===== src/design/rcr_defs.vh =====
// Constants for the redriver channel control register bank.
// Assumes inclusion by bare name from the design files only.
`ifndef RCR_DEFS_VH
`define RCR_DEFS_VH

// ************************************************************
// Register offsets on the serial management bus
// ************************************************************
`define RCR_OFS_EQ 8'h04
`define RCR_OFS_SD 8'h05
`define RCR_OFS_DRV 8'h06
`define RCR_OFS_SPARE 8'h07
`define RCR_OFS_BIAS 8'h0f

// ************************************************************
// Reset values
// ************************************************************
`define RCR_RST_EQ 8'h90
`define RCR_RST_SD 8'h04
`define RCR_RST_DRV 8'hc0
`define RCR_RST_SPARE 8'h00
`define RCR_RST_BIAS 8'h00
`define RCR_RD_UNMAPPED 8'h00
// Synchroniser levels {detect, data, clock}: no signal, bus idle
`define RCR_SYNC_RST 3'h3

// ************************************************************
// Equaliser control fields
// ************************************************************
`define RCR_EQ_SDPD 6
`define RCR_EQ_GAIN 5
`define RCR_EQ_PD 3
`define RCR_EQ_BIAS_MSB 1
`define RCR_EQ_BYPASS 0

// ************************************************************
// Signal-detect configuration fields
// ************************************************************
`define RCR_SD_FORCE1 7
`define RCR_SD_FORCE0 6
`define RCR_SD_ATH_HI 5
`define RCR_SD_ATH_LO 4
`define RCR_SD_DTH_HI 3
`define RCR_SD_DTH_LO 2

// ************************************************************
// Driver control fields
// ************************************************************
`define RCR_DRV_SWING_HI 7
`define RCR_DRV_SWING_LO 6
`define RCR_DRIVER_POWERDOWN_OV 5
`define RCR_DRV_MUTE_OV 4
`define RCR_DRIVER_POWERDOWN 3
`define RCR_DRV_CM 2
`define RCR_DRV_MUTE 1
`define RCR_DRV_SRC 0

// ************************************************************
// Bias extension fields in the second register
// ************************************************************
`define RCR_BIAS_HI 5
`define RCR_BIAS_LO 4

`endif


===== src/design/rcr_sync.v =====
// Two-flop synchroniser bank for inputs from outside the clock domain.
// Assumes each input bit is an independent level; no bus coherence.
`timescale 1ns/1ns
`default_nettype none

module rcr_sync #(
	parameter WIDTH = 1,
	parameter [WIDTH-1:0] RESET_VAL = {WIDTH{1'b1}}
) (
	input wire clk,
	input wire reset_n,
	input wire clk_en,
	input wire [WIDTH-1:0] async_in,
	output wire [WIDTH-1:0] sync_out
);

	// ************************************************************
	// Per-bit flop pair
	// ************************************************************
	genvar i;
	generate
		for (i = 0; i < WIDTH; i = i + 1) begin : g_bit
			reg meta;
			reg stable;
			// First flop feeds only the second one
			always @(posedge clk) begin
				if (!reset_n) begin
					meta <= RESET_VAL[i];
					stable <= RESET_VAL[i];
				end else if (clk_en) begin
					meta <= async_in[i];
					stable <= meta;
				end
			end
			assign sync_out[i] = stable;
		end
	endgenerate

endmodule // rcr_sync

`default_nettype wire


===== src/design/rcr_channel_regs.v =====
// Redriver channel control register bank with serial management slave.
// Assumes scl, sda and the analog detect level arrive asynchronously;
// sda is open drain and resolved outside from sda_oe.
//
// Behaviour
// - Equaliser bit 6 powers down signal detect
// - Equaliser bit 5 selects high gain
// - Equaliser bit 0 bypasses first boost stage
// - Bias is bit 1 plus second register bits 5:4
// - Config bit 7 forces detect result one
// - Config bit 6 forces detect result zero
// - Assert threshold 5:4, de-assert threshold 3:2
// - Driver bits 7:6 set output swing
// - Override bit 5 gives manual power-down control
// - Without override, loss of signal powers down
// - Mute override bit 4 selects manual mute
// - Without mute override, detect result controls mute
// - Manual mute acts only under override
// - Driver bit 3 powers down the driver
// - Driver bit 2 disables common-mode loop
// - Driver bit 0 selects crosspoint source
`timescale 1ns/1ns
`default_nettype none
`include "rcr_defs.vh"

module rcr_channel_regs #(
	parameter [6:0] DEV_ADDR = 7'h18
) (
	input wire clk,
	input wire reset_n,
	input wire clk_en,
	input wire scl_in,
	input wire sda_in,
	output reg sda_out,
	output reg sda_oe,
	input wire sigdet_raw,
	output reg sigdet_result,
	output reg loss_of_signal,
	output reg sigdet_powerdown,
	output reg gain_select_high,
	output reg first_boost_bypass,
	output reg [2:0] equaliser_bias_sel,
	output reg [1:0] sigdet_assert_threshold,
	output reg [1:0] sigdet_deassert_threshold,
	output reg [1:0] output_swing_sel,
	output reg equaliser_powered_down,
	output reg driver_powered_down,
	output reg driver_muted,
	output reg cm_loop_disable,
	output reg crosspoint_source_sel
);

	// ************************************************************
	// Slave states
	// ************************************************************
	localparam [3:0] ST_IDLE = 4'h0;
	localparam [3:0] ST_ADDR = 4'h1;
	localparam [3:0] ST_ADDR_ACK = 4'h2;
	localparam [3:0] ST_REG = 4'h3;
	localparam [3:0] ST_REG_ACK = 4'h4;
	localparam [3:0] ST_WDATA = 4'h5;
	localparam [3:0] ST_WDATA_ACK = 4'h6;
	localparam [3:0] ST_RDATA = 4'h7;
	localparam [3:0] ST_RACK = 4'h8;
	localparam [2:0] LAST_BIT = 3'h7;

	// ************************************************************
	// Declarations
	// ************************************************************
	wire [2:0] synced;
	wire scl_s;
	wire sda_s;
	wire sigdet_s;
	reg scl_d;
	reg sda_d;
	wire scl_rise;
	wire scl_fall;
	wire start_cond;
	wire stop_cond;
	reg [3:0] state;
	reg [2:0] bit_cnt;
	reg byte_full;
	reg [7:0] shift_in;
	reg [7:0] shift_out;
	reg rd_dir;
	reg [7:0] pointer;
	reg wr_en;
	reg [7:0] rd_data;
	reg [7:0] eq_ctrl;
	reg [7:0] sd_cfg;
	reg [7:0] drv_ctrl;
	reg [7:0] spare_ctrl;
	reg [7:0] bias_ext;
	reg next_sigdet;
	reg next_los;

	// ************************************************************
	// Pin sampling
	// ************************************************************
	// Detect resets to no signal, else reset briefly unmutes the driver
	rcr_sync #(
		.WIDTH(3),
		.RESET_VAL(`RCR_SYNC_RST)
	) u_sync (
		.clk(clk),
		.reset_n(reset_n),
		.clk_en(clk_en),
		.async_in({sigdet_raw, sda_in, scl_in}),
		.sync_out(synced)
	);

	assign scl_s = synced[0];
	assign sda_s = synced[1];
	assign sigdet_s = synced[2];

	// Delayed copies for edge detection
	always @(posedge clk) begin
		if (!reset_n) begin
			scl_d <= 1'b1;
			sda_d <= 1'b1;
		end else if (clk_en) begin
			scl_d <= scl_s;
			sda_d <= sda_s;
		end
	end

	// Bus events; start and stop only while scl is high
	assign scl_rise = scl_s & ~scl_d;
	assign scl_fall = ~scl_s & scl_d;
	assign start_cond = scl_s & scl_d & sda_d & ~sda_s;
	assign stop_cond = scl_s & scl_d & ~sda_d & sda_s;

	// ************************************************************
	// Serial management slave
	// ************************************************************
	// Data changes on scl fall, is sampled on scl rise.
	// Pointer auto-increments so a burst walks the map.
	always @(posedge clk) begin
		if (!reset_n) begin
			state <= ST_IDLE;
			bit_cnt <= 3'h0;
			byte_full <= 1'b0;
			shift_in <= 8'h00;
			shift_out <= 8'h00;
			rd_dir <= 1'b0;
			pointer <= 8'h00;
			wr_en <= 1'b0;
			sda_oe <= 1'b0;
			sda_out <= 1'b0;
		end else if (clk_en) begin
			wr_en <= 1'b0;
			if (start_cond) begin
				state <= ST_ADDR;
				bit_cnt <= 3'h0;
				byte_full <= 1'b0;
				sda_oe <= 1'b0;
			end else if (stop_cond) begin
				state <= ST_IDLE;
				sda_oe <= 1'b0;
			end else if (scl_rise) begin
				case (state)
					ST_ADDR, ST_REG, ST_WDATA: begin
						shift_in <= {shift_in[6:0], sda_s};
						bit_cnt <= bit_cnt + 3'h1;
						if (bit_cnt == LAST_BIT) begin
							byte_full <= 1'b1;
						end
					end
					ST_RDATA: begin
						bit_cnt <= bit_cnt + 3'h1;
					end
					ST_RACK: begin
						// Master nack ends the burst
						if (sda_s) begin
							state <= ST_IDLE;
						end else begin
							pointer <= pointer + 8'h01;
						end
					end
					default: begin
						bit_cnt <= bit_cnt;
					end
				endcase
			end else if (scl_fall) begin
				case (state)
					ST_ADDR: begin
						if (byte_full) begin
							byte_full <= 1'b0;
							if (shift_in[7:1] == DEV_ADDR) begin
								rd_dir <= shift_in[0];
								sda_oe <= 1'b1;
								state <= ST_ADDR_ACK;
							end else begin
								state <= ST_IDLE;
							end
						end
					end
					ST_ADDR_ACK: begin
						bit_cnt <= 3'h0;
						if (rd_dir) begin
							shift_out <= {rd_data[6:0], 1'b0};
							sda_oe <= ~rd_data[7];
							state <= ST_RDATA;
						end else begin
							sda_oe <= 1'b0;
							state <= ST_REG;
						end
					end
					ST_REG: begin
						if (byte_full) begin
							byte_full <= 1'b0;
							pointer <= shift_in;
							sda_oe <= 1'b1;
							state <= ST_REG_ACK;
						end
					end
					ST_REG_ACK: begin
						sda_oe <= 1'b0;
						bit_cnt <= 3'h0;
						state <= ST_WDATA;
					end
					ST_WDATA: begin
						if (byte_full) begin
							byte_full <= 1'b0;
							wr_en <= 1'b1;
							sda_oe <= 1'b1;
							state <= ST_WDATA_ACK;
						end
					end
					ST_WDATA_ACK: begin
						sda_oe <= 1'b0;
						bit_cnt <= 3'h0;
						pointer <= pointer + 8'h01;
						state <= ST_WDATA;
					end
					ST_RDATA: begin
						// Eight bits out, release for master ack
						if (bit_cnt == 3'h0) begin
							sda_oe <= 1'b0;
							state <= ST_RACK;
						end else begin
							sda_oe <= ~shift_out[7];
							shift_out <= {shift_out[6:0], 1'b0};
						end
					end
					ST_RACK: begin
						shift_out <= {rd_data[6:0], 1'b0};
						sda_oe <= ~rd_data[7];
						bit_cnt <= 3'h0;
						state <= ST_RDATA;
					end
					default: begin
						state <= ST_IDLE;
					end
				endcase
			end
		end
	end

	// ************************************************************
	// Register storage
	// ************************************************************
	// Every bit is stored, reserved ones included
	always @(posedge clk) begin
		if (!reset_n) begin
			eq_ctrl <= `RCR_RST_EQ;
			sd_cfg <= `RCR_RST_SD;
			drv_ctrl <= `RCR_RST_DRV;
			spare_ctrl <= `RCR_RST_SPARE;
			bias_ext <= `RCR_RST_BIAS;
		end else if (clk_en && wr_en) begin
			case (pointer)
				`RCR_OFS_EQ: eq_ctrl <= shift_in;
				`RCR_OFS_SD: sd_cfg <= shift_in;
				`RCR_OFS_DRV: drv_ctrl <= shift_in;
				`RCR_OFS_SPARE: spare_ctrl <= shift_in;
				`RCR_OFS_BIAS: bias_ext <= shift_in;
				default: spare_ctrl <= spare_ctrl;
			endcase
		end
	end

	// Read mux; unmapped offsets read as zero
	always @* begin
		case (pointer)
			`RCR_OFS_EQ: rd_data = eq_ctrl;
			`RCR_OFS_SD: rd_data = sd_cfg;
			`RCR_OFS_DRV: rd_data = drv_ctrl;
			`RCR_OFS_SPARE: rd_data = spare_ctrl;
			`RCR_OFS_BIAS: rd_data = bias_ext;
			default: rd_data = `RCR_RD_UNMAPPED;
		endcase
	end

	// ************************************************************
	// Signal-detect result
	// ************************************************************
	// Force-one wins if software breaks the one-force limit;
	// a powered-down detector reports no signal unless force-one is set.
	always @* begin
		if (sd_cfg[`RCR_SD_FORCE1]) begin
			next_sigdet = 1'b1;
		end else if (sd_cfg[`RCR_SD_FORCE0]) begin
			next_sigdet = 1'b0;
		end else if (eq_ctrl[`RCR_EQ_SDPD]) begin
			next_sigdet = 1'b0;
		end else begin
			next_sigdet = sigdet_s;
		end
		next_los = ~next_sigdet;
	end

	// ************************************************************
	// Analog control outputs
	// ************************************************************
	// All registered so the analog side sees clean levels
	always @(posedge clk) begin
		if (!reset_n) begin
			sigdet_result <= 1'b0;
			loss_of_signal <= 1'b1;
			sigdet_powerdown <= 1'b0;
			gain_select_high <= 1'b0;
			first_boost_bypass <= 1'b0;
			equaliser_bias_sel <= 3'h0;
			sigdet_assert_threshold <= 2'h0;
			sigdet_deassert_threshold <= 2'h1;
			output_swing_sel <= 2'h3;
			equaliser_powered_down <= 1'b1;
			driver_powered_down <= 1'b1;
			driver_muted <= 1'b1;
			cm_loop_disable <= 1'b0;
			crosspoint_source_sel <= 1'b0;
		end else if (clk_en) begin
			sigdet_result <= next_sigdet;
			loss_of_signal <= next_los;
			sigdet_powerdown <= eq_ctrl[`RCR_EQ_SDPD];
			gain_select_high <= eq_ctrl[`RCR_EQ_GAIN];
			first_boost_bypass <= eq_ctrl[`RCR_EQ_BYPASS];
			equaliser_bias_sel <= {eq_ctrl[`RCR_EQ_BIAS_MSB],
				bias_ext[`RCR_BIAS_HI], bias_ext[`RCR_BIAS_LO]};
			sigdet_assert_threshold <= {sd_cfg[`RCR_SD_ATH_HI],
				sd_cfg[`RCR_SD_ATH_LO]};
			sigdet_deassert_threshold <= {sd_cfg[`RCR_SD_DTH_HI],
				sd_cfg[`RCR_SD_DTH_LO]};
			output_swing_sel <= {drv_ctrl[`RCR_DRV_SWING_HI],
				drv_ctrl[`RCR_DRV_SWING_LO]};
			// Manual power control, else follow loss of signal
			if (drv_ctrl[`RCR_DRIVER_POWERDOWN_OV]) begin
				driver_powered_down <= drv_ctrl[`RCR_DRIVER_POWERDOWN];
				equaliser_powered_down <= eq_ctrl[`RCR_EQ_PD];
			end else begin
				driver_powered_down <= next_los;
				equaliser_powered_down <= next_los;
			end
			// Manual mute bit is ignored without the override
			if (drv_ctrl[`RCR_DRV_MUTE_OV]) begin
				driver_muted <= drv_ctrl[`RCR_DRV_MUTE];
			end else begin
				driver_muted <= ~next_sigdet;
			end
			cm_loop_disable <= drv_ctrl[`RCR_DRV_CM];
			crosspoint_source_sel <= drv_ctrl[`RCR_DRV_SRC];
		end
	end

endmodule // rcr_channel_regs

`default_nettype wire


===== config.mk =====
export PLATFORM = sky130hd
export DESIGN_NAME = rcr_channel_regs
export DESIGN_NICKNAME = d
export VERILOG_FILES = /design/src/design/rcr_sync.v /design/src/design/rcr_channel_regs.v
export VERILOG_INCLUDE_DIRS = /design/src /design/src/design
export SDC_FILE = /design/constraint.sdc
export NUM_CORES = 1
export LEC_CHECK = 0
export BUFFER_PORTS_ARGS = -buffer_cell sky130_fd_sc_hd__buf_2
export CAP_MARGIN = 20
export CELL_PAD_IN_SITES_DETAIL_PLACEMENT = 0
export CELL_PAD_IN_SITES_GLOBAL_PLACEMENT = 2
export CORE_MARGIN = 2
export CORE_UTILIZATION = 40
export DETAILED_ROUTE_END_ITERATION = 10
export PLACE_DENSITY_LB_ADDON = 0.1
export REMOVE_ABC_BUFFERS = 1
export SLEW_MARGIN = 10
export SYNTH_ARGS = -nofsm -noshare
export SYNTH_HDL_FRONTEND = slang
export SYNTH_SLANG_ARGS = --single-unit

===== constraint.sdc =====
create_clock -name clk -period 5.4 [get_ports clk]
set_input_delay 0.27 -clock clk [delete_from_list [all_inputs] [get_ports clk]]
set_output_delay 0.27 -clock clk [all_outputs]
set_load 0.02 [all_outputs]

==> results.toml, run 1 <==
[outcome]
status = "complete, no violations"

[floorplan]
start_util_pct = 41.1
core_area_um2 = 12000
dieHeight_um = 115
io_pins = 27
die_w_um = 115
die-area_um2 = 13300
rows = 40

[routing]
vias_per_cell = 5.74
dr.pass1.iters = 5
num_vias = 4257
drc = 0
ant_nets = 0
drt-initial-drc-count = 273
wl_per_cell_um = 18.6
drt-total-wl_um = 13800

[power]
ir_drop_v = 0.000168
p_leak_nw = 1.89
power_per_cell_area_nw_per_um2 = 280

[global_routing]
grt_pass1_vias = 4060
grt_busiest_layer = "met2"
grt_pass1_wl_um = 22300
antenna_found_initial = 0
grt_max_degree = 56
grt-ovfl-total = 0
grt_use_met3_pct = 2.79
use_met2_pct = 37.3
met1_usage_pct = 27.9
grt_usage_pct = 21.9

[setup_path]
cp-end-kind = "flop"
crit_type = "reg -> reg"
worstPathRequired_ns = 5.65
start_kind = "flop"
crit_arrival_ns = 3.05
critical_path.max_fanout = 16

[clock_network]
htree_levels = 3
clk_pin_slew_worst_paths_ns = 0.07
cts_inserted_buffers = 9
cts_hold_buf = 0
cts_resized = 0
clock_path_buffers = 2
clock-root-buffer = "clkbuf_16"
cts_sinks = 101
cts_tree = "yes"
postCtsSetupBuffers = 0
insertion_delay_ns = 0.35

[job]
maxCapViolations = 0

[worst_hold_path]
holdCritPathClass = "in -> reg"

[synthesis]
synth_common_cells = "dfxtp_1 (101), nand2_1 (90), a21oi_1 (50), nand3_1 (50), nor2_1 (45)"
synth_area_leaders = "dfxtp_1 (41%), mux2i_1 (7.9%), nand2_1 (6.8%)"
syn-mean-instance-area_um2 = 8.22
ys_ff_latch = 101
synth.most_common_cell = "dfxtp_1"
synth_flop_cell = "dfxtp_1"
seq_area_frac_synth_pct = 40.9
synth_edf_count = 0
async_flop_share_pct = 0
yosys.cell_types.count = 64
synth_top_area_share_pct = 40.9
syn_area_um2 = 4940
synth.largest_area_cell = "dfxtp_1"
synthCells = 601
yosysWarnings = 0

[final_layout]
num_antenna_cells = 0
design_area_um2 = 5380
drive_gt1_share_pct = 10.6
fin_util_pct = 44.8
fillers = 1223
areaGrowthSynthToFinish_pct = 8.78
nets = 606

[place]
dpl-instance-area_um2 = 5070
place.gp.congestion = 0.839
portBuffers = 25
dp_hpwl_um = 9360

[timing]
setup_viol_count_final = 0
worst_pin_slew_ns = 1.05
finClkSkew_ns = 0.00762
period_needed_ns = 2.80
hold_violations = 0
rsz0062_at_grt = "false"
fmax_ghz = 0.357
min_period_over_period_pct = 51.9
relSlewSlack_pct = 29.7
setup_tns_ns = 0
hold-worst-slack_ns = 0.136
report.final.slew_viol_count = 0
-- worst max-delay path, stage by stage, from the launching register on --
cell and delay (ns):
dfxtp_1 0.57, or4b_4 0.53, or3_4 0.35, a211oi_4 0.65, mux2_2 0.41, o21a_1 0.18
-- registers in the layout (all words and copies together) (netlist names), 3 cells and up --
| name | flops |
|---|---|
| u_sync.g_bit.stable | 3 |
| pointer | 8 |
| bit_cnt | 3 |
| drv_ctrl | 8 |
| bias_ext | 8 |
| eq_ctrl | 8 |
| shift_in | 8 |
| state | 4 |
| sd_cfg | 8 |
| u_sync.g_bit.meta | 3 |
| equaliser_bias_sel | 3 |
| spare_ctrl | 8 |
| shift_out | 7 |
-- layout by cell type (no fill, tap or decap), types with 5 or more instances in the layout --
master	Yosys	final
clkbuf_16	0	9
a21oi_1	50	50
a211oi_1	7	7
nand3_1	50	50
buf_2	2	25
dfxtp_1	101	101
nand2b_1	8	8
o21ai_0	16	16
mux2i_1	39	39
a22oi_1	9	9
nand2_1	90	90
ha_1	10	10
o32ai_1	5	5
inv_1	15	14
o211ai_1	9	9
nor3_1	5	5
nor2_1	45	45
-- layer usage --
| layer | vias to the layer above | wire [um] |
|---|---|---|
| met5 | - | 0 |
| li1 | 2107 | - |
| met4 | 0 | 281 |
| met2 | 85 | 6870 |
| met3 | 19 | 447 |
| met1 | 2046 | 6200 |
-- area by class of cell --
class	instances	area, um2	area share, %
clock buffer	11	243	4.51
clock inverter	5	58.8	1.09
inverter	15	56.3	1.05
multi-input combinational	434	2660	49.4
sequential	101	2020	37.6
tap	147	184	3.42
timing repair buffer	29	155	2.89
-- through the flow --
stage          worst slack [ns]  power [W]  cells
2_1_floorplan              2.58   0.000817    550
3_3_place_gp               2.65   0.000848    726
3_5_place_dp               2.62   0.000849    726
4_1_cts                    2.60    0.00152    742
5_1_grt                    2.43    0.00155    742
6_report                   2.60    0.00150    742
-- cells by family after synthesis --
group,share of synthesized area [%]
xor+xnor,0.709
mux,8.35
other cells,0.0759
flops,40.9
simple gates,22.7
fa+ha+maj,2.53
buf+inv,5.44
compound gates,19.2
-- path summary, 6_finish.rpt --
path	startpoint	end	slack, ns	depth (start not counted)
hold / removal	scl_in	u_sync.g_bit[0].meta$_SDFFE_PN1P_	0.14	3
setup reg to reg	state[3]$_SDFFE_PN0P_	pointer[0]$_SDFFE_PN0P_	2.60	5
hold reg to reg	spare_ctrl[2]$_SDFFE_PN0P_	spare_ctrl[2]$_SDFFE_PN0P_	0.46	2
setup / recovery	state[3]$_SDFFE_PN0P_	pointer[0]$_SDFFE_PN0P_	2.60	5
-- power breakdown --
part           internal [W]  switching, W  leakage [nW]
clock              0.000373      0.000299         0.142
combinational     0.0000234     0.0000511         0.933
sequential         0.000749    0.00000688         0.816
total               0.00115      0.000357          1.89
(Power assumes the default switching activity.)
==> run 2, diff against run 1 <==
--- a/config.mk
+++ b/config.mk
@@ -11,7 +11,7 @@
 export CELL_PAD_IN_SITES_DETAIL_PLACEMENT = 0
 export CELL_PAD_IN_SITES_GLOBAL_PLACEMENT = 2
 export CORE_MARGIN = 2
-export CORE_UTILIZATION = 40
+export CORE_UTILIZATION = 37
 export DETAILED_ROUTE_END_ITERATION = 10
 export PLACE_DENSITY_LB_ADDON = 0.1
 export REMOVE_ABC_BUFFERS = 1
==> constraint.sdc (replaced) <==
create_clock -name clk -period 2.8 [get_ports clk]
set_input_delay 0.14 -clock clk [delete_from_list [all_inputs] [get_ports clk]]
set_output_delay 0.14 -clock clk [all_outputs]
set_load 0.02 [all_outputs]
==> run 2 against run 1 <==
Net effect:
- sequential power is 92% higher
- final cell count up 7.1%
- largest power group unchanged
- routed wire length is 0.77% higher
- core utilization fell by 2.4 points
- sequential share of layout area fell by 1.3 points
- largest cell class unchanged
- total power grew 83%
- clock power increased by 68%
- first-iteration DRC count rose by 15%
- via count grew 2.5%
- clock skew is 0.0019 ns lower
- sequential cell count is the same
==> results.toml, run 2 (same netlist as run 1, synthesis figures left out) <==
[setup_path]
max_stage_delay_ns = 0.40
cpLargestDelayFamily = "compound AO/OA/AOI/OAI gates"
cp_cell_sequence = "inv_1, ha_1, inv_1, or3_4, a211oi_4, buf_4, buf_4, a21boi_0, o22ai_1"
cp-end-kind = "flop"
crit_slowest_cell = "or3_4"
worstPathRequired_ns = 3.01
crit_type = "reg -> reg"
crit_arrival_ns = 2.60
r2r_cells = 9
worst-path-stages = 9
critical_path.max_fanout = 8
start_kind = "flop"
reg2reg_slack_ns = 0.41
crit_buf_inv = 4

[final_layout]
num_antenna_cells = 0
design_area_um2 = 5570
layout_commonest_cell = "dfxtp_1"
final_cell_mix = "dfxtp_1 (101), nand2_1 (90), nand3_1 (50), a21oi_1 (50), nor2_1 (45)"
nets = 633
fin_util_pct = 42.4
drive_gt1_share_pct = 14.1
areaGrowthSynthToFinish_pct = 12.7

[clock_network]
cts_hold_buf = 0
htree_levels = 3
clock-root-buffer = "clkbuf_16"
clk_pin_slew_worst_paths_ns = 0.07
cts_sinks = 101
cts_inserted_buffers = 9
cts_tree = "yes"
postCtsSetupBuffers = 0
clock_path_buffers = 2
insertion_delay_ns = 0.34
cts_resized = 0

[timing]
setup_viol_count_final = 0
finClkSkew_ns = 0.00569
hold_violations = 0
min_period_over_period_pct = 85.5
rsz0062_at_grt = "false"
report.final.slew_viol_count = 0
period_needed_ns = 2.39
fmax_ghz = 0.418
relSlewSlack_pct = 37.3
worst_pin_slew_ns = 0.927

[outcome]
status = "complete, no violations"

[global_routing]
use_met2_pct = 33.7
met1_usage_pct = 26.2
grt_use_met3_pct = 2.71
grt_pass1_vias = 4226
grt_busiest_layer = "met2"
grt_max_degree = 34
grt_pass1_wl_um = 22500
grt-ovfl-total = 0
antenna_found_initial = 0
grt_usage_pct = 20.1

[floorplan]
die-area_um2 = 14300
die_w_um = 120
dieHeight_um = 120
io_pins = 27
start_util_pct = 37.6
core_area_um2 = 13100
rows = 42

[routing]
num_vias = 4364
dr.pass1.iters = 5
vias_per_cell = 5.49
wl_per_cell_um = 17.5
drt-total-wl_um = 13900
drt-initial-drc-count = 314
drc = 0
ant_nets = 0

[worst_hold_path]
holdCritPathClass = "in -> reg"
hold_depth = 3

[power]
p_leak_nw = 2.01
power_per_cell_area_nw_per_um2 = 493
total_power_w = 0.00275
ir_drop_v = 0.000317

[place]
dp_hpwl_um = 9690
dpl-instance-area_um2 = 5310
place.gp.congestion = 0.840
portBuffers = 25

[job]
maxCapViolations = 0
[run 2: worst paths after layout]
check	startpoint	end
setup / recovery	scl_d$_SDFFE_PN1P_	pointer[7]$_SDFFE_PN0P_
hold / removal	scl_in	u_sync.g_bit[0].meta$_SDFFE_PN1P_
setup reg to reg	scl_d$_SDFFE_PN1P_	pointer[7]$_SDFFE_PN0P_
hold reg to reg	eq_ctrl[2]$_SDFFE_PN0P_	eq_ctrl[2]$_SDFFE_PN0P_
[run 2: layout make-up]
| cell class | instances | area, um2 |
|---|---|---|
| fillers | 1355 | 7570 |
| repair buffers | 56 | 358 |
| clock buffers | 11 | 243 |
| clock inverters | 2 | 12.5 |
| well taps | 176 | 220 |
| inverters | 15 | 56.3 |
| multi-input cells | 434 | 2660 |
| flip-flops and latches | 101 | 2020 |
[run 2: tightest hold or removal path, stage by stage]
cell and delay (ns):
buf_2 0.07, mux2i_1 0.05, nand2_1 0.06
[run 2: stage by stage]
stage / setup slack [ns] / hold slack [ns] / setup TNS (ns) / instances
after floorplan: -0.0215 / 0.202 / -0.581 / 550
after global placement: 0.484 / 0.356 / 0 / 782
after detailed placement: 0.416 / 0.361 / 0 / 782
after CTS: 0.409 / 0.000271 / 0 / 795
after global routing: 0.202 / 0.0292 / 0 / 795
final: 0.407 / 0.0110 / 0 / 795
[run 2: routing by layer]
layer	vias up	share of wire (%)	wire [um]
met5	-	0	0
met4	0	2.0	278
met3	20	3.6	495
met2	98	48	6690
met1	2091	46	6440
li1	2155	-	-
[run 2: report_power, final]
part | switching [W] | internal (W)
Clock | 0.000523 | 0.000611
Combinational | 0.000107 | 0.0000510
Sequential | 0.00000714 | 0.00145
Total | 0.000637 | 0.00211
==> run 3, diff against run 2 <==
--- a/config.mk
+++ b/config.mk
@@ -14,7 +14,6 @@
 export CORE_UTILIZATION = 37
 export DETAILED_ROUTE_END_ITERATION = 10
 export PLACE_DENSITY_LB_ADDON = 0.1
-export REMOVE_ABC_BUFFERS = 1
 export SLEW_MARGIN = 10
 export SYNTH_ARGS = -nofsm -noshare
 export SYNTH_HDL_FRONTEND = slang
==> run 3 against run 2 <==
Net effect:
- die area unchanged
- via count decreased by 1.5%
- total power increased by 7.0%
- clock power rose by 18%
- sequential power about the same
- largest cell class unchanged
==> results.toml, run 3 (same netlist as run 1, synthesis figures left out) <==
[clock_network]
clock-root-buffer = "clkbuf_16"
cts_tree = "yes"
clock_path_buffers = 2
cts_sinks = 101
clk_pin_slew_worst_paths_ns = 0.07
postCtsSetupBuffers = 0
insertion_delay_ns = 0.35
cts_inserted_buffers = 9
htree_levels = 3

[timing]
setup_viol_count_final = 0
min_period_over_period_pct = 83.6
worst_pin_slew_ns = 0.811
fmax_ghz = 0.427
relSlewSlack_pct = 45.2
period_needed_ns = 2.34
finClkSkew_ns = 0.00597
hold_violations = 0
setup_tns_ns = 0
rsz0062_at_grt = "false"
report.final.slew_viol_count = 0

[power]
p_leak_nw = 2.05
power_per_cell_area_nw_per_um2 = 521
total_power_w = 0.00294
ir_drop_v = 0.000302

[global_routing]
grt_pass1_vias = 4111
antenna_found_initial = 0
grt_max_degree = 67
grt_pass1_wl_um = 22400
grt_usage_pct = 20.1
grt-ovfl-total = 0

[setup_path]
r2r_cells = 5
crit_type = "reg -> reg"
rr_startpoint = "shift_in[7]$_SDFFE_PN0P_"
worst-path-stages = 5
crit_path_start = "shift_in[7]$_SDFFE_PN0P_"
cp_cell_sequence = "nor4b_1, nand4_1, a311oi_1, a2bb2o_1, a32o_1"
cp-end-kind = "flop"
crit_slowest_cell = "nor4b_1"
crit_buf_inv = 0
max_stage_delay_ns = 0.72
worstPathRequired_ns = 3.05
critical_path.max_fanout = 3
start_kind = "flop"
cpLargestDelayFamily = "compound AO/OA/AOI/OAI gates"
crit_arrival_ns = 2.59

[routing]
drt-total-wl_um = 14000
drt-initial-drc-count = 293
vias_per_cell = 5.40
dr.pass1.iters = 5
ant_nets = 0
drc = 0
num_vias = 4300
wl_per_cell_um = 17.6

[job]
maxCapViolations = 0

[place]
portBuffers = 25
place.gp.congestion = 0.860
dpl-instance-area_um2 = 5310
dp_hpwl_um = 9660

[floorplan]
rows = 42
die-area_um2 = 14300
io_pins = 27
dieHeight_um = 120
start_util_pct = 37.6
core_area_um2 = 13100
die_w_um = 120

[final_layout]
drive_gt1_share_pct = 14.3
areaGrowthSynthToFinish_pct = 13.9
design_area_um2 = 5630
layout_commonest_cell = "dfxtp_1"
final_cell_mix = "dfxtp_1 (101), nand2_1 (90), nand3_1 (50), a21oi_1 (50), nor2_1 (45)"
num_antenna_cells = 0
nets = 632

[synthesis]
syn_nets = 617

[worst_hold_path]
hold_depth = 3
hold_path_startpoint = "scl_in"
holdCritPathClass = "in -> reg"

[outcome]
status = "complete, no violations"
==> run 3: changes by cell type in the layout (fill, tap and decap cells not counted) <==
cell	before	now
clkinv_4	0	1
clkbuf_1	1	0
clkinv_2	1	2
dlygate4sd3_1	0	1
clkbuf_8	1	2
clkinvlp_4	1	0
buf_12	0	1
buf_4	31	28
inv_6	0	1
bufinv_16	0	1
==> run 3: report_power, final <==
part / leakage, nW / switching, W / internal (W)
sequential: 0.816 / 0.00000767 / 0.00144
combinational: 1.07 / 0.000105 / 0.0000524
clock: 0.156 / 0.000582 / 0.000745
==> run 3: worst min-delay path: cells and delay by family <==
kind | cells | cell delay, ns
buf+inv | 1 | 0.08
mux | 1 | 0.06
simple gates | 1 | 0.06
==> run 3: final cells by class <==
class | instances | area (um2)
Clock inverter | 5 | 57.6
Clock buffer | 11 | 253
Tap cell | 176 | 220
Timing Repair Buffer | 55 | 365
Fill cell | 1380 | 7510
Sequential cell | 101 | 2020
Multi-Input combinational cell | 434 | 2660
Inverter | 15 | 56.3
==> run 3: per-layer routing <==
metal  GRT usage, %  vias to the layer above  part of all wire [%]
met5              0                        -                     0
met4           9.56                        0                   3.2
met3           2.57                       35                   2.6
met2           31.1                       77                    45
met1           27.7                     2021                    49
li1               -                     2167                     -
==> run 3: worst paths after layout <==
check / end / slack [ns]
hold / removal: u_sync.g_bit[0].meta$_SDFFE_PN1P_ / 0.01
setup / recovery: sda_oe$_SDFFE_PN0P_ / 0.46
hold reg to reg: spare_ctrl[3]$_SDFFE_PN0P_ / 0.46
setup reg to reg: sda_oe$_SDFFE_PN0P_ / 0.46
==> run 3: metrics by stage <==
| step | setup slack [ns] | std cells | util [%] | hold WS [ns] |
|---|---|---|---|---|
| 4_1_cts | 0.356 | 797 | 42.9 | 0.00482 |
| 6_report | 0.458 | 797 | 42.9 | 0.0127 |
| 2_1_floorplan | 0.576 | 601 | - | 0.268 |
| 5_1_grt | 0.229 | 797 | 42.9 | 0.0279 |
| 3_3_place_gp | 0.393 | 780 | 40.4 | 0.356 |
| 3_5_place_dp | 0.372 | 780 | 40.4 | 0.362 |
==> run 3: repair_timing <==
item / CTS / global route
endpoints found under the setup margin: 0 / 0
hold buffers: 1 / 0
resized for setup: 0 / 0
hold endpoints to repair: 1 / 0
